==> src/pkg/uts_pkg.sv <==
// Purpose: Shared constants for the ultrasonic time-of-flight sequencer.
// Assumes: Registers are written through a simple parallel write port.
// Notes: Offsets are register indices on the device's own register port.
package uts_pkg;

  // ----------------------------------------------------------------
  // Register map
  // ----------------------------------------------------------------
  localparam logic [3:0] TRANSMIT_CONFIG_ADDR = 4'h0; // Burst divider and pulse count.
  localparam logic [3:0] MEAS_CONFIG_ADDR = 4'h1; // Mode, channel, swap, stops, echo setup.
  localparam logic [3:0] SHAPE_CONFIG_ADDR = 4'h2; // Phase flip, damping, edge, base divider.
  localparam logic [3:0] FAULT_ADDR = 4'h3; // Fault flags and state machine reset.

  // ----------------------------------------------------------------
  // Field positions and reset values
  // ----------------------------------------------------------------
  localparam int BURST_DIV_LSB = 5; // Burst period divider field, bits 7 to 5.
  localparam int FAULT_CLEAR_BIT = 0; // Writing one clears the fault flags.
  localparam int FSM_RESET_BIT = 1; // Writing one resets the state machine.
  localparam logic [7:0] TRANSMIT_CONFIG_RST = 8'h45; // Divide by 8, five pulses.
  localparam logic [7:0] MEAS_CONFIG_RST = 8'h10; // Mode 0, one stop expected.
  localparam logic [7:0] SHAPE_CONFIG_RST = 8'h1F; // Phase flip disabled.
  localparam logic [4:0] PHASE_FLIP_OFF = 5'h1F; // Position that disables the flip.

  // ----------------------------------------------------------------
  // Timing
  // ----------------------------------------------------------------
  localparam int START_BASE_PERIODS = 3; // Base periods between trigger and start.
  localparam int START_BURST_PERIODS = 2; // Least burst periods before start.
  localparam int LISTEN_BURST_PERIODS = 255; // Last listen count; the window ends after 256 burst periods.

  // Mode encodings.
  localparam logic [1:0] MODE_0 = 2'h0;
  localparam logic [1:0] MODE_1 = 2'h1;
  localparam logic [1:0] MODE_2 = 2'h2;

  // Sequencer states.
  typedef enum logic [2:0] {
    UTS_POWERUP, UTS_SLEEP, UTS_READY, UTS_ALIGN, UTS_BURST, UTS_LISTEN
  } uts_state_e;

endpackage : uts_pkg
==> src/design/uts_sequencer.sv <==
// Purpose: Measurement sequencer of an ultrasonic time-of-flight front end.
// Assumes: i_clk is the reference clock; registers written on a parallel port.
// Notes: Comparator events arrive as asynchronous levels and are synchronised.
`timescale 1ns/1ps
module uts_sequencer (
  input wire logic i_clk,
  input wire logic i_rst,
  input wire logic i_enable,
  input wire logic i_trigger,
  input wire logic i_channel_pin,
  input wire logic i_threshold_event,
  input wire logic i_zero_cross,
  input wire logic i_reg_write,
  input wire logic [3:0] i_reg_addr,
  input wire logic [7:0] i_reg_wdata,
  output logic [7:0] o_reg_rdata,
  output logic o_transmit_port_one,
  output logic o_transmit_port_two,
  output logic o_receive_select_two,
  output logic o_start,
  output logic o_stop,
  output logic o_fault_pin_n
);

  // ----------------------------------------------------------------
  // Pin synchronisers
  // ----------------------------------------------------------------
  logic en_s; // Synchronised enable pin.
  logic trig_s; // Synchronised trigger pin.
  logic chpin_s; // Synchronised channel pin.
  logic thld_s; // Synchronised threshold comparator.
  logic zc_s; // Synchronised zero-cross comparator.
  logic pwr_done; // Rises once the pin synchronisers hold settled levels.

  uts_sync u_sync_en (.i_clk(i_clk), .i_rst(i_rst), .i_async(i_enable), .o_sync(en_s));
  uts_sync u_sync_trig (.i_clk(i_clk), .i_rst(i_rst), .i_async(i_trigger), .o_sync(trig_s));
  uts_sync u_sync_ch (.i_clk(i_clk), .i_rst(i_rst), .i_async(i_channel_pin), .o_sync(chpin_s));
  uts_sync u_sync_th (.i_clk(i_clk), .i_rst(i_rst), .i_async(i_threshold_event), .o_sync(thld_s));
  uts_sync u_sync_zc (.i_clk(i_clk), .i_rst(i_rst), .i_async(i_zero_cross), .o_sync(zc_s));
  // Same latency as the pins, so power-up never decides on a reset level of the enable.
  uts_sync u_sync_pwr (.i_clk(i_clk), .i_rst(i_rst), .i_async(1'b1), .o_sync(pwr_done));

  // ----------------------------------------------------------------
  // Registers
  // ----------------------------------------------------------------
  logic [7:0] transmit_config; // Burst divider [7:5], pulse count [4:0].
  logic [7:0] meas_config; // Mode [1:0], chan [2], swap [3], stops [6:4], echo [7].
  logic [7:0] shape_config; // Flip pos [4:0], damp [5], edge [6], base div [7].
  logic [7:0] avg_config; // Pin control [7], average count [6:0].
  logic [1:0] fault_flags; // Missing stops [1], timeout [0].

  wire [2:0] burst_div = transmit_config[7:uts_pkg::BURST_DIV_LSB];
  wire [4:0] pulse_count = transmit_config[4:0];
  wire [1:0] mode = meas_config[1:0];
  wire channel_select = meas_config[2];
  wire auto_direction_swap = meas_config[3];
  wire [2:0] expected_stop_count = meas_config[6:4];
  wire echo_mode_select = meas_config[7];
  wire [4:0] phase_flip_position = shape_config[4:0];
  wire damping = shape_config[5];
  wire trigger_edge_select = shape_config[6];
  wire base_period_divider = shape_config[7];
  wire pin_channel_control = avg_config[7];
  wire [6:0] average_count = avg_config[6:0];

  // Write strobes per register.
  wire wr_tx = i_reg_write && (i_reg_addr == uts_pkg::TRANSMIT_CONFIG_ADDR);
  wire wr_meas = i_reg_write && (i_reg_addr == uts_pkg::MEAS_CONFIG_ADDR);
  wire wr_shape = i_reg_write && (i_reg_addr == uts_pkg::SHAPE_CONFIG_ADDR);
  wire wr_avg = i_reg_write && (i_reg_addr == 4'h4);
  wire wr_fault = i_reg_write && (i_reg_addr == uts_pkg::FAULT_ADDR);
  wire fsm_soft_reset = wr_fault && i_reg_wdata[uts_pkg::FSM_RESET_BIT];
  wire fault_clear = wr_fault && i_reg_wdata[uts_pkg::FAULT_CLEAR_BIT];

  uts_pkg::uts_state_e state;
  uts_pkg::uts_state_e next_state;
  logic [6:0] avg_done; // measurements completed in this direction.
  logic swapped; // Averaging has moved to the other direction.

  // Configuration registers keep their value until software rewrites them.
  always_ff @(posedge i_clk or posedge i_rst) begin
    if (i_rst) begin
      transmit_config <= uts_pkg::TRANSMIT_CONFIG_RST;
      meas_config <= uts_pkg::MEAS_CONFIG_RST;
      shape_config <= uts_pkg::SHAPE_CONFIG_RST;
      avg_config <= 8'h00;
    end else begin
      if (wr_tx) transmit_config <= i_reg_wdata;
      if (wr_meas) meas_config <= i_reg_wdata;
      if (wr_shape) shape_config <= i_reg_wdata;
      if (wr_avg) avg_config <= i_reg_wdata;
    end
  end

  // Read data selection; unmapped indices read zero.
  wire [7:0] rd_sel = (i_reg_addr == uts_pkg::TRANSMIT_CONFIG_ADDR) ? transmit_config :
                      (i_reg_addr == uts_pkg::MEAS_CONFIG_ADDR) ? meas_config :
                      (i_reg_addr == uts_pkg::SHAPE_CONFIG_ADDR) ? shape_config :
                      (i_reg_addr == 4'h4) ? avg_config :
                      (i_reg_addr == uts_pkg::FAULT_ADDR) ? {3'h0, state, fault_flags} : 8'h00;

  // Read data is registered so the output comes from a flip-flop.
  always_ff @(posedge i_clk or posedge i_rst) begin
    if (i_rst) o_reg_rdata <= 8'h00;
    else o_reg_rdata <= rd_sel;
  end

  // ----------------------------------------------------------------
  // Period dividers
  // ----------------------------------------------------------------
  // base and burst dividers
  logic base_cnt; // Base period divides by 1 or 2.
  logic [7:0] burst_cnt; // Burst period divides by 2 to 256.
  wire base_tick = base_period_divider ? base_cnt : 1'b1;
  wire [7:0] burst_last = 8'((9'h2 << burst_div) - 9'h1);
  wire burst_tick = (burst_cnt >= burst_last);

  // Free running dividers keep the trigger-to-start delay phase dependent.
  always_ff @(posedge i_clk or posedge i_rst) begin
    if (i_rst) begin
      base_cnt <= 1'b0;
      burst_cnt <= 8'h00;
    end else begin
      base_cnt <= ~base_cnt;
      burst_cnt <= burst_tick ? 8'h00 : burst_cnt + 8'h01;
    end
  end

  // ----------------------------------------------------------------
  // Trigger edge and channel choice
  // ----------------------------------------------------------------
  logic trig_d; // Previous synchronised trigger level.
  wire trig_edge = trigger_edge_select ? (trig_d & ~trig_s) : (~trig_d & trig_s);
  wire abort = ~en_s | fsm_soft_reset;

  wire auto_dir = channel_select ^ (swapped & auto_direction_swap);
  wire active_ch = (mode == uts_pkg::MODE_2) ?
                   (pin_channel_control ? chpin_s : auto_dir) :
                   (pin_channel_control ? chpin_s : channel_select);
  wire rx_two = (mode == uts_pkg::MODE_0) ? ~active_ch : active_ch;

  // ----------------------------------------------------------------
  // Sequencing counters
  // ----------------------------------------------------------------
  logic [1:0] base_wait; // Base periods spent aligning.
  logic [1:0] burst_wait; // Burst periods spent aligning.
  logic [5:0] half_cnt; // Burst half periods emitted.
  logic [7:0] listen_cnt; // Burst periods spent listening.
  logic [2:0] stop_cnt; // Stop pulses issued.
  logic armed; // next zero crossing is qualified.
  logic zc_d; // Previous zero-cross level.
  logic tx_phase; // Current transmit drive level.

  wire zc_rise = zc_s & ~zc_d;
  wire flip_on = (phase_flip_position != uts_pkg::PHASE_FLIP_OFF);
  // The held half period at the flip merges two pulses, so the count needs no cut.
  wire [5:0] pulses_out = {1'b0, pulse_count};
  wire [5:0] half_total = 6'((pulses_out << 1) + {5'h0, damping});
  wire align_done = (base_wait == 2'(uts_pkg::START_BASE_PERIODS)) &&
                    (burst_wait == 2'(uts_pkg::START_BURST_PERIODS)) && burst_tick;
  wire burst_done = burst_tick && (half_cnt + 6'h1 >= half_total);
  wire all_stops = (stop_cnt == expected_stop_count);
  wire timeout = burst_tick && (listen_cnt == 8'(uts_pkg::LISTEN_BURST_PERIODS));
  wire stop_edge = armed && zc_rise && !o_stop && !all_stops;

  // ----------------------------------------------------------------
  // State machine
  // ----------------------------------------------------------------
  always_comb begin
    next_state = state;
    case (state)
      uts_pkg::UTS_POWERUP: if (pwr_done) next_state = en_s ? uts_pkg::UTS_READY : uts_pkg::UTS_SLEEP;
      // sleep holds; a trigger with enable still starts
      uts_pkg::UTS_SLEEP: if (en_s && trig_edge) next_state = uts_pkg::UTS_ALIGN;
      uts_pkg::UTS_READY: if (trig_edge) next_state = uts_pkg::UTS_ALIGN;
      uts_pkg::UTS_ALIGN: if (align_done) next_state = uts_pkg::UTS_BURST;
      uts_pkg::UTS_BURST: if (burst_done) next_state = uts_pkg::UTS_LISTEN;
      uts_pkg::UTS_LISTEN: begin
        // modes 0 and 1 sleep after all stops; a timeout goes to ready in every mode
        if (all_stops && !o_stop) begin
          next_state = (mode == uts_pkg::MODE_2) ? uts_pkg::UTS_READY : uts_pkg::UTS_SLEEP;
        end else if (timeout) begin
          next_state = uts_pkg::UTS_READY;
        end
      end
      default: next_state = uts_pkg::UTS_SLEEP;
    endcase
    if (abort && state != uts_pkg::UTS_POWERUP) next_state = uts_pkg::UTS_SLEEP;
  end

  // State register; the reset pin aborts through i_rst.
  always_ff @(posedge i_clk or posedge i_rst) begin
    if (i_rst) state <= uts_pkg::UTS_POWERUP;
    else state <= next_state;
  end

  // Alignment and burst counters, cleared whenever the state changes.
  always_ff @(posedge i_clk or posedge i_rst) begin
    if (i_rst) begin
      base_wait <= 2'h0;
      burst_wait <= 2'h0;
      half_cnt <= 6'h0;
      listen_cnt <= 8'h00;
      trig_d <= 1'b0;
    end else begin
      trig_d <= trig_s;
      if (state != next_state) begin
        base_wait <= 2'h0;
        burst_wait <= 2'h0;
        half_cnt <= 6'h0;
        listen_cnt <= 8'h00;
      end else if (state == uts_pkg::UTS_ALIGN) begin
        if (base_tick && base_wait != 2'(uts_pkg::START_BASE_PERIODS)) base_wait <= base_wait + 2'h1;
        else if (base_wait == 2'(uts_pkg::START_BASE_PERIODS) && burst_tick &&
                 burst_wait != 2'(uts_pkg::START_BURST_PERIODS)) burst_wait <= burst_wait + 2'h1;
      end else if (state == uts_pkg::UTS_BURST && burst_tick) begin
        half_cnt <= half_cnt + 6'h1;
      end else if (state == uts_pkg::UTS_LISTEN && burst_tick) begin
        listen_cnt <= listen_cnt + 8'h01;
      end
    end
  end

  // Transmit drive: each burst tick is a half period; the flip repeats a level.
  always_ff @(posedge i_clk or posedge i_rst) begin
    if (i_rst) tx_phase <= 1'b0;
    else if (state != uts_pkg::UTS_BURST || next_state != uts_pkg::UTS_BURST) tx_phase <= 1'b0;
    else if (burst_tick && !(flip_on && half_cnt == {phase_flip_position, 1'b0} - 6'h1))
      tx_phase <= ~tx_phase;
  end

  // Receive path: qualification and stop pulse generation.
  always_ff @(posedge i_clk or posedge i_rst) begin
    if (i_rst) begin
      armed <= 1'b0;
      zc_d <= 1'b0;
      stop_cnt <= 3'h0;
      o_stop <= 1'b0;
    end else begin
      zc_d <= zc_s;
      if (state != uts_pkg::UTS_LISTEN) begin
        armed <= 1'b0;
        stop_cnt <= 3'h0;
        o_stop <= 1'b0;
      end else begin
        if (thld_s) armed <= 1'b1;
        else if (zc_rise && !echo_mode_select) armed <= 1'b0;
        if (stop_edge) begin
          o_stop <= 1'b1;
          stop_cnt <= stop_cnt + 3'h1;
        end else if (!echo_mode_select) begin
          o_stop <= 1'b0;
        end else if (zc_rise && !thld_s) begin
          o_stop <= 1'b0;
          armed <= 1'b0;
        end
      end
    end
  end

  // Fault flags: a new fault wins over a clear in the same cycle.
  always_ff @(posedge i_clk or posedge i_rst) begin
    if (i_rst) begin
      fault_flags <= 2'h0;
      o_fault_pin_n <= 1'b1;
    end else begin
      fault_flags[0] <= (state == uts_pkg::UTS_LISTEN && timeout) | (fault_flags[0] & ~fault_clear);
      fault_flags[1] <= (state == uts_pkg::UTS_LISTEN && timeout && !all_stops) |
                        (fault_flags[1] & ~fault_clear);
      o_fault_pin_n <= ~(|fault_flags);
    end
  end

  // Averaging progress per direction.
  always_ff @(posedge i_clk or posedge i_rst) begin
    if (i_rst) begin
      avg_done <= 7'h00;
      swapped <= 1'b0;
    // clear count on reset or disable
    end else if (abort) begin
      avg_done <= 7'h00;
      swapped <= 1'b0;
    end else if (mode == uts_pkg::MODE_2 && average_count != 7'h00 &&
                 state == uts_pkg::UTS_LISTEN && next_state != uts_pkg::UTS_LISTEN) begin
      if (avg_done + 7'h01 >= average_count) begin
        avg_done <= 7'h00;
        swapped <= auto_direction_swap ? ~swapped : 1'b0;
      end else begin
        avg_done <= avg_done + 7'h01;
      end
    end
  end

  // Output pins registered from the sequencer state.
  always_ff @(posedge i_clk or posedge i_rst) begin
    if (i_rst) begin
      o_transmit_port_one <= 1'b0;
      o_transmit_port_two <= 1'b0;
      o_receive_select_two <= 1'b0;
      o_start <= 1'b0;
    end else begin
      o_transmit_port_one <= tx_phase & ~active_ch;
      o_transmit_port_two <= tx_phase & active_ch;
      o_receive_select_two <= (state == uts_pkg::UTS_BURST) ? ~rx_two : rx_two;
      o_start <= (state == uts_pkg::UTS_ALIGN) && align_done;
    end
  end

endmodule : uts_sequencer

==> src/design/uts_sync.sv <==
// Purpose: Two flip-flop synchroniser for one pin level.
// Assumes: The input is asynchronous to i_clk.
// Notes: The first stage feeds only the second stage.
`timescale 1ns/1ps
module uts_sync (
  input wire logic i_clk,
  input wire logic i_rst,
  input wire logic i_async,
  output logic o_sync
);

  // First stage, read by the second stage only.
  logic meta;

  // Two stages cut the chance of a metastable level reaching the logic.
  always_ff @(posedge i_clk or posedge i_rst) begin
    if (i_rst) begin
      meta <= 1'b0;
      o_sync <= 1'b0;
    end else begin
      meta <= i_async;
      o_sync <= meta;
    end
  end

endmodule : uts_sync

==> config.mk <==
export PLATFORM = sky130hd
export DESIGN_NAME = uts_sequencer
export DESIGN_NICKNAME = d
export VERILOG_FILES = /design/src/pkg/uts_pkg.sv /design/src/design/uts_sequencer.sv /design/src/design/uts_sync.sv
export SDC_FILE = /design/constraint.sdc
export NUM_CORES = 1
export LEC_CHECK = 0
export ABC_AREA = 1
export BUFFER_PORTS_ARGS = -buffer_cell sky130_fd_sc_hd__buf_2
export CAP_MARGIN = 20
export CORE_MARGIN = 2
export CORE_UTILIZATION = 30
export CTS_BUF_LIST = sky130_fd_sc_hd__clkbuf_8
export CTS_CLUSTER_SIZE = 25
export DETAILED_ROUTE_END_ITERATION = 16
export GPL_ROUTABILITY_DRIVEN = 0
export HOLD_SLACK_MARGIN = 0.15
export PLACE_DENSITY = 0.54
export SYNTH_ARGS = -nofsm -noshare
export SYNTH_HDL_FRONTEND = slang
export SYNTH_HIERARCHICAL = 1
export SYNTH_SLANG_ARGS = --single-unit
==> constraint.sdc <==
create_clock -name i_clk -period 3.3 [get_ports i_clk]
set_input_delay 0.99 -clock i_clk [delete_from_list [all_inputs] [get_ports i_clk]]
set_output_delay 0.99 -clock i_clk [all_outputs]
set_load 0.01 [all_outputs]
Word level (Yosys, flattened, before mapping):

Cells that the tools add are included.

* output and inout port bits: 14
* input port bits: 20
* register bits: 105
* word-level logic and storage cells: 219

* bitwise logic cells: 23
* multiplexer cells: 59
* reductions and logical operators: 58
* shifts and indexed selects: 1
* $lt $le $gt $ge: 3
* add/subtract/negate cells: 10
* equality and inequality tests: 27

Operator list (number)
* $mux 8: 9
* $logic_and 1x1->1: 32
* $mux 3: 10
* $mux 1: 23
* $mux 7: 3
* $mux 2: 9
* $mux 6: 3
* $pmux 3 s6: 1
* $reduce_bool 2->1: 9
* $add 8x1->8 const B: 2
* $ne 3x3->1 const B: 4
* $not 1->1: 11
* $ne 2x2->1 const B: 5
* $and 1x1->1: 8
* $eq 4x2->1 const B: 2
* $eq 8x8->1 const B: 1
* $ge 8x8->1: 1
* $shl 2x3->8 const A: 1
* $sub 8x1->8 const B: 1
* $add 7x1->7 const B: 1
* $ge 7x7->1: 1
* $reduce_bool 7->1: 1
* $add 6x1->6: 1
* $add 6x1->6 const B: 1
* other kinds (27): 41

Logic depth before layout (Yosys ltp):

* depth in word-level cells: 12
* depth in mapped cells: 24

Modules after synthesis:

Netlist, hierarchy kept.

Modules (own cells, without submodules)
* uts_sequencer: seq. area each 2339.7 µm², area an instance 5318.9 µm², instances 1, cells each 638
* uts_sync: seq. area each 50.0 µm², area an instance 53.8 µm², instances 6, cells each 3

Least setup slack after synthesis:

No wires, ideal clock.

* path kind: register to register
* start point: register transmit_config[7]
* end point: register base_wait[1]
* slack: 354 ps
* clock period less this slack: 2946 ps
* required time: 3232 ps
* stages on the path, launching flop included: 22
* arrival time: 2877 ps
* cell sequence: dfrtp_1 clkbuf_1 inv_1 nand2_1 ha_1 o21ai_0 a21oi_1 xor2_1 ha_1 a21o_1 nor2_2 nand2_4 nand2_1 nand2_1 nand3_2 nand2_1 nand2_1 nand2_4 nor2_4 nand3_4 buf_12 nor2_4

* cells in the longest elaborated chain, start to end: 11

RTL lines
* from (decl): line uts_sequencer.sv:46 `logic [7:0] transmit_config;`
* from (signal assigned): line uts_sequencer.sv:83 `transmit_config <= uts_pkg::TRANSMIT_CONFIG_RST;`
* from (signal assigned): line uts_sequencer.sv:88 `if (wr_tx) transmit_config <= i_reg_wdata;`
* $shl 2x3->8 (*): line uts_sequencer.sv:115 `wire [7:0] burst_last = 8'((9'h2 << burst_div) - 9'h1);`
* $sub 8x1->8 (*): line uts_sequencer.sv:115
* $ge 8x8->1 (*): line uts_sequencer.sv:116 `wire burst_tick = (burst_cnt >= burst_last);`
* $logic_and 1x1->1: line uts_sequencer.sv:163 `wire timeout = burst_tick && (listen_cnt == 8'(uts_pkg::LISTEN_BURST_PERIODS));`
* $mux 3: line uts_sequencer.sv:182 `end else if (timeout) begin`
* $mux 3: line uts_sequencer.sv:180 `if (all_stops && !o_stop) begin`
* $pmux 3 s6 (*): line uts_sequencer.sv:171 `case (state)`
* $mux 3 (*): line uts_sequencer.sv:188 `if (abort && state != uts_pkg::UTS_POWERUP) next_state = uts_pkg::UTS_SLEEP;`
* $ne 3x3->1 (*): line uts_sequencer.sv:207 `if (state != next_state) begin`
* $reduce_bool 2->1 (no line)
* $reduce_and 2->1 (no line)
* to (signal assigned): line uts_sequencer.sv:213 `if (base_tick && base_wait != 2'(uts_pkg::START_BASE_PERIODS)) base_wait <= base_wait + 2'h1;`
* to (decl): line uts_sequencer.sv:145 `logic [1:0] base_wait;`

Every way passes the cells marked *; elsewhere a longest branch is shown, timed or not.
A chain may end at the register's enable or synchronous reset.

Worst setup path after layout:

* start point: register transmit_config[6]
* end point: register listen_cnt[6]

* cells in the longest elaborated chain, start to end: 11

RTL lines
* $shl 2x3->8 (*): line uts_sequencer.sv:115
* $sub 8x1->8 (*): line uts_sequencer.sv:115
* $ge 8x8->1 (*): line uts_sequencer.sv:116
* $logic_and 1x1->1: line uts_sequencer.sv:163
* $mux 3: line uts_sequencer.sv:182
* $mux 3: line uts_sequencer.sv:180
* $pmux 3 s6 (*): line uts_sequencer.sv:171
* $mux 3 (*): line uts_sequencer.sv:188
* named net next_state[0]: line uts_sequencer.sv:76 `uts_pkg::uts_state_e next_state;`
* $ne 3x3->1 (*): line uts_sequencer.sv:207
* $ne 2x2->1 (no line) or $reduce_bool 2->1 (tied branches)
* $reduce_and 3->1 (no line)
* to (signal assigned): line uts_sequencer.sv:219 `listen_cnt <= listen_cnt + 8'h01;`
* to (decl): line uts_sequencer.sv:148 `logic [7:0] listen_cnt;`

The timed path passes the listed nets; every way through them passes the cells marked *.

==> results_dict.tcl <==
set metrics [dict create \
    die_area_mm2 0.0199 \
    area_growth_pct 13.2 \
    min_path_type "flop to flop" \
    fillers 1930 \
    min_period_over_period 0.924 \
    critPathRequiredTime_ns 3.63 \
    yosysWarnings 6 \
    vias 4330 \
    cts_tree "done" \
    antenna_found_initial 0 \
    cp_num_buf_inv 2 \
    clockPowerShare 0.210 \
    synth_edf_count 0 \
    pre_cts_slack_ns 0.0320 \
    synth_area_leaders "dfrtp_1 (42%), nand2_1 (9.8%), ha_1 (6.7%)" \
    fin_setup_tns_ns 0 \
    max_freq_mhz 328 \
    first_pass_iters 5 \
    synth.most_common_cell "nand2_1" \
    seq_area_mm2 0.00264 \
    cp.arrival_ns 3.38 \
    intPower_mw 2.28 \
    max_stage_delay_ns 0.58 \
    syn_area_mm2 0.00564 \
    powerDensity_mw_per_mm2 588 \
    grt-ovfl-total 0 \
    syn_avg_cell_area_um2 8.60 \
    multi_input_area_mm2 0.00261 \
    synth.distinct_cells 43 \
    hold_violations 0 \
    synthFlopType "dfrtp_1" \
    cts_max_path_buffers 2 \
    insertion_delay_ns 0.40 \
    dp.cells 922 \
    ctsRootBufferMaster "clkbuf_8" \
    worst_pin_slew_ns 0.613 \
    vias_per_cell 4.59 \
    synth_top_family_by_area "simple AND/OR/NAND/NOR gates" \
    worst_path_most_repeated_cell "nand2_2" \
    vdd_drop_max_uv 264 \
    finalHoldWorstSlack_ns 0.359 \
    yosys.area_share.adder 0.0665 \
    endpoint_kind "flop" \
    ys_ff_latch 105 \
    start_util 0.304 \
    setup_violations 0 \
    drv_cap 0 \
    drtAntennaViolNets 0 \
    die_w_um 141 \
    crit_type "flop to flop" \
    crit_fanout 12 \
    drv_slew 0 \
    p_total_mw 3.76 \
    core_area_mm2 0.0186 \
    diodes 0 \
    grt_usage 0.138 \
    leakage_nw 3.21 \
    grt_pass1_vias 4238 \
    synth.area.mux_share 0.00887 \
    io_buffer_count 33 \
    final_nets 754 \
    syn_inst 656 \
    critPathSlowestCell "dfstp_2" \
    cts_made_buffers 9 \
    startpoint_type "flop" \
    routed_wl_um 12800 \
    clk_pin_slew_ns 0.11 \
    async_flop_share 1.00 \
    synth_compound_area_frac 0.0818 \
    worstPathCellList "inv_1, nand3_1, ha_2, o21ai_1, a21oi_1, xor2_1, ha_1, a21o_1, nor2_2, nand2_4, nand3_1, nand2_1, nor2_2, nand2_2, nand2_2, nand2_2, nor2_4, nand3_4, buf_12, nor2_1" \
    synth_xor_area_frac 0.0559 \
    io-pin-count 34 \
    combPwrFrac 0.347 \
    relSlewSlack 0.587 \
    cp_top_family "simple AND/OR/NAND/NOR gates" \
    power.share.sequential 0.443 \
    drt-initial-drc-count 179 \
    drc 0 \
    rows 50 \
    synth_common_cells "nand2_1 (147), dfrtp_1 (95), inv_1 (89), nor2_1 (46), o21ai_0 (46)" \
    post-route-min-period_ns 3.05 \
    fin_cells 943 \
    dpl.hpwl_um 9750 \
    grt_pass1_wl_um 21700 \
    holdBufCountCts 0 \
    power_switching_share 0.393 \
    clock_sinks 105 \
    synth_top_area_frac 0.421 \
    finalWorstSetupSlack_ns 0.250 \
    yosys.area_share.simple 0.241 \
    fin_skew_ns 0.0146 \
    drive_gt1_frac 0.165 \
    outcome "finished clean" \
    wl_per_cell_um 13.6 \
    h-tree-depth 3 \
    yosysSeqAreaShare 0.468 \
    grt_max_degree 51 \
    p_sw_mw 1.48 \
    synth_top_area_cell "dfrtp_1" \
    synth_fp_nets 706 \
    die_h_um 141 \
]
[cells by family after synthesis]
kind of cell    count (synthesis)
fa+ha+maj                      30
buf+inv                       108
other cells                     1
compound gates                 83
flops                         105
mux                             5
xor+xnor                       36
simple gates                  288
[cell type report]
class | count | area share
sequential | 105 | 0.414
multi-input combinational | 444 | 0.408
inverter | 100 | 0.0605
tap | 234 | 0.0458
timing repair buffer | 44 | 0.0427
clock buffer | 9 | 0.0194
clock inverter | 7 | 0.00999
[routing by layer]
layer / GRT usage / vias up / part of all wire
met5: 0 / - / 0
met4: 0.0363 / 0 / 0.012
met3: 0.0350 / 12 / 0.039
met2: 0.223 / 67 / 0.47
met1: 0.186 / 2058 / 0.48
li1: - / 2193 / -
[timing repair]
item,CTS,global route
endpoints found under the setup margin,1,25
gates cloned,0,1
pin swaps,1,4
buffers inserted,2,2
resized for setup,0,13
[state kept, by name, indices dropped and copies added, names as in the netlist, 2 cells and up]
signal	flops
burst_cnt	8
meas_config	8
burst_wait	2
avg_done	7
half_cnt	6
state	3
shape_config	8
transmit_config	8
o_reg_rdata	8
listen_cnt	8
avg_config	8
stop_cnt	3
base_wait	2
fault_flags	2
[final timing paths]
path                                    start          endpoint  slack, ns  depth (start not counted)
setup / recovery           transmit_config[6]     listen_cnt[6]       0.25                         20
hold / removal                 u_sync_th/meta  u_sync_th/o_sync       0.36                          0
setup reg to reg           transmit_config[6]     listen_cnt[6]       0.25                         20
hold reg to reg                u_sync_th/meta  u_sync_th/o_sync       0.36                          0
max in group asynchronous               i_rst     o_fault_pin_n       1.92                          3
min in group asynchronous               i_rst  u_sync_trig/meta       0.50                          2
[power groups by stage]
stage / clock [mW] / sequential [mW] / combinational, mW
detailed placement: 0 / 1.69 / 1.26
floorplan: 0 / 1.63 / 1.00
CTS: 0.828 / 1.67 / 1.30
finish: 0.789 / 1.67 / 1.30
global placement: 0 / 1.69 / 1.24
global route: 0.868 / 1.70 / 1.50
[placed cells by master (no fill, tap or decap), types with 3 or more instances in the layout]
master,synthesis,layout
a21oi_1,20,20
buf_2,0,33
buf_4,0,9
clkbuf_8,0,9
clkinv_1,3,3
clkinvlp_4,0,3
dfrtp_1,95,94
dfstp_2,10,10
ha_1,30,29
inv_1,89,88
inv_2,7,6
mux2i_1,5,5
nand2_1,147,143
nand2_2,4,8
nand2_4,2,3
nand3_1,42,41
nand4_1,9,9
nor2_1,46,44
nor2_2,6,7
nor2_4,11,12
nor3_1,8,8
nor3b_1,4,4
o21ai_0,46,45
o22ai_1,4,4
xnor2_1,13,13
xor2_1,23,23
[metrics by stage]
step | util | cell area (um2)
after floorplan | - | 5650
after detailed placement | 0.330 | 6130
final | 0.344 | 6390
after global routing | 0.344 | 6390
after global placement | 0.330 | 6130
after CTS | 0.341 | 6330
[worst reg2reg max path, cell delays in order, from the launching register on]
cell and delay (ns):
dfstp_2 0.58, inv_1 0.08, nand3_1 0.10, ha_2 0.19, o21ai_1 0.09, a21oi_1 0.15, xor2_1 0.19, ha_1 0.27
a21o_1 0.19, nor2_2 0.12, nand2_4 0.11, nand3_1 0.09, nand2_1 0.06, nor2_2 0.11, nand2_2 0.09, nand2_2 0.07
nand2_2 0.06, nor2_4 0.10, nand3_4 0.08, buf_12 0.17, nor2_1 0.10
Power figures use the tool's default switching activity.
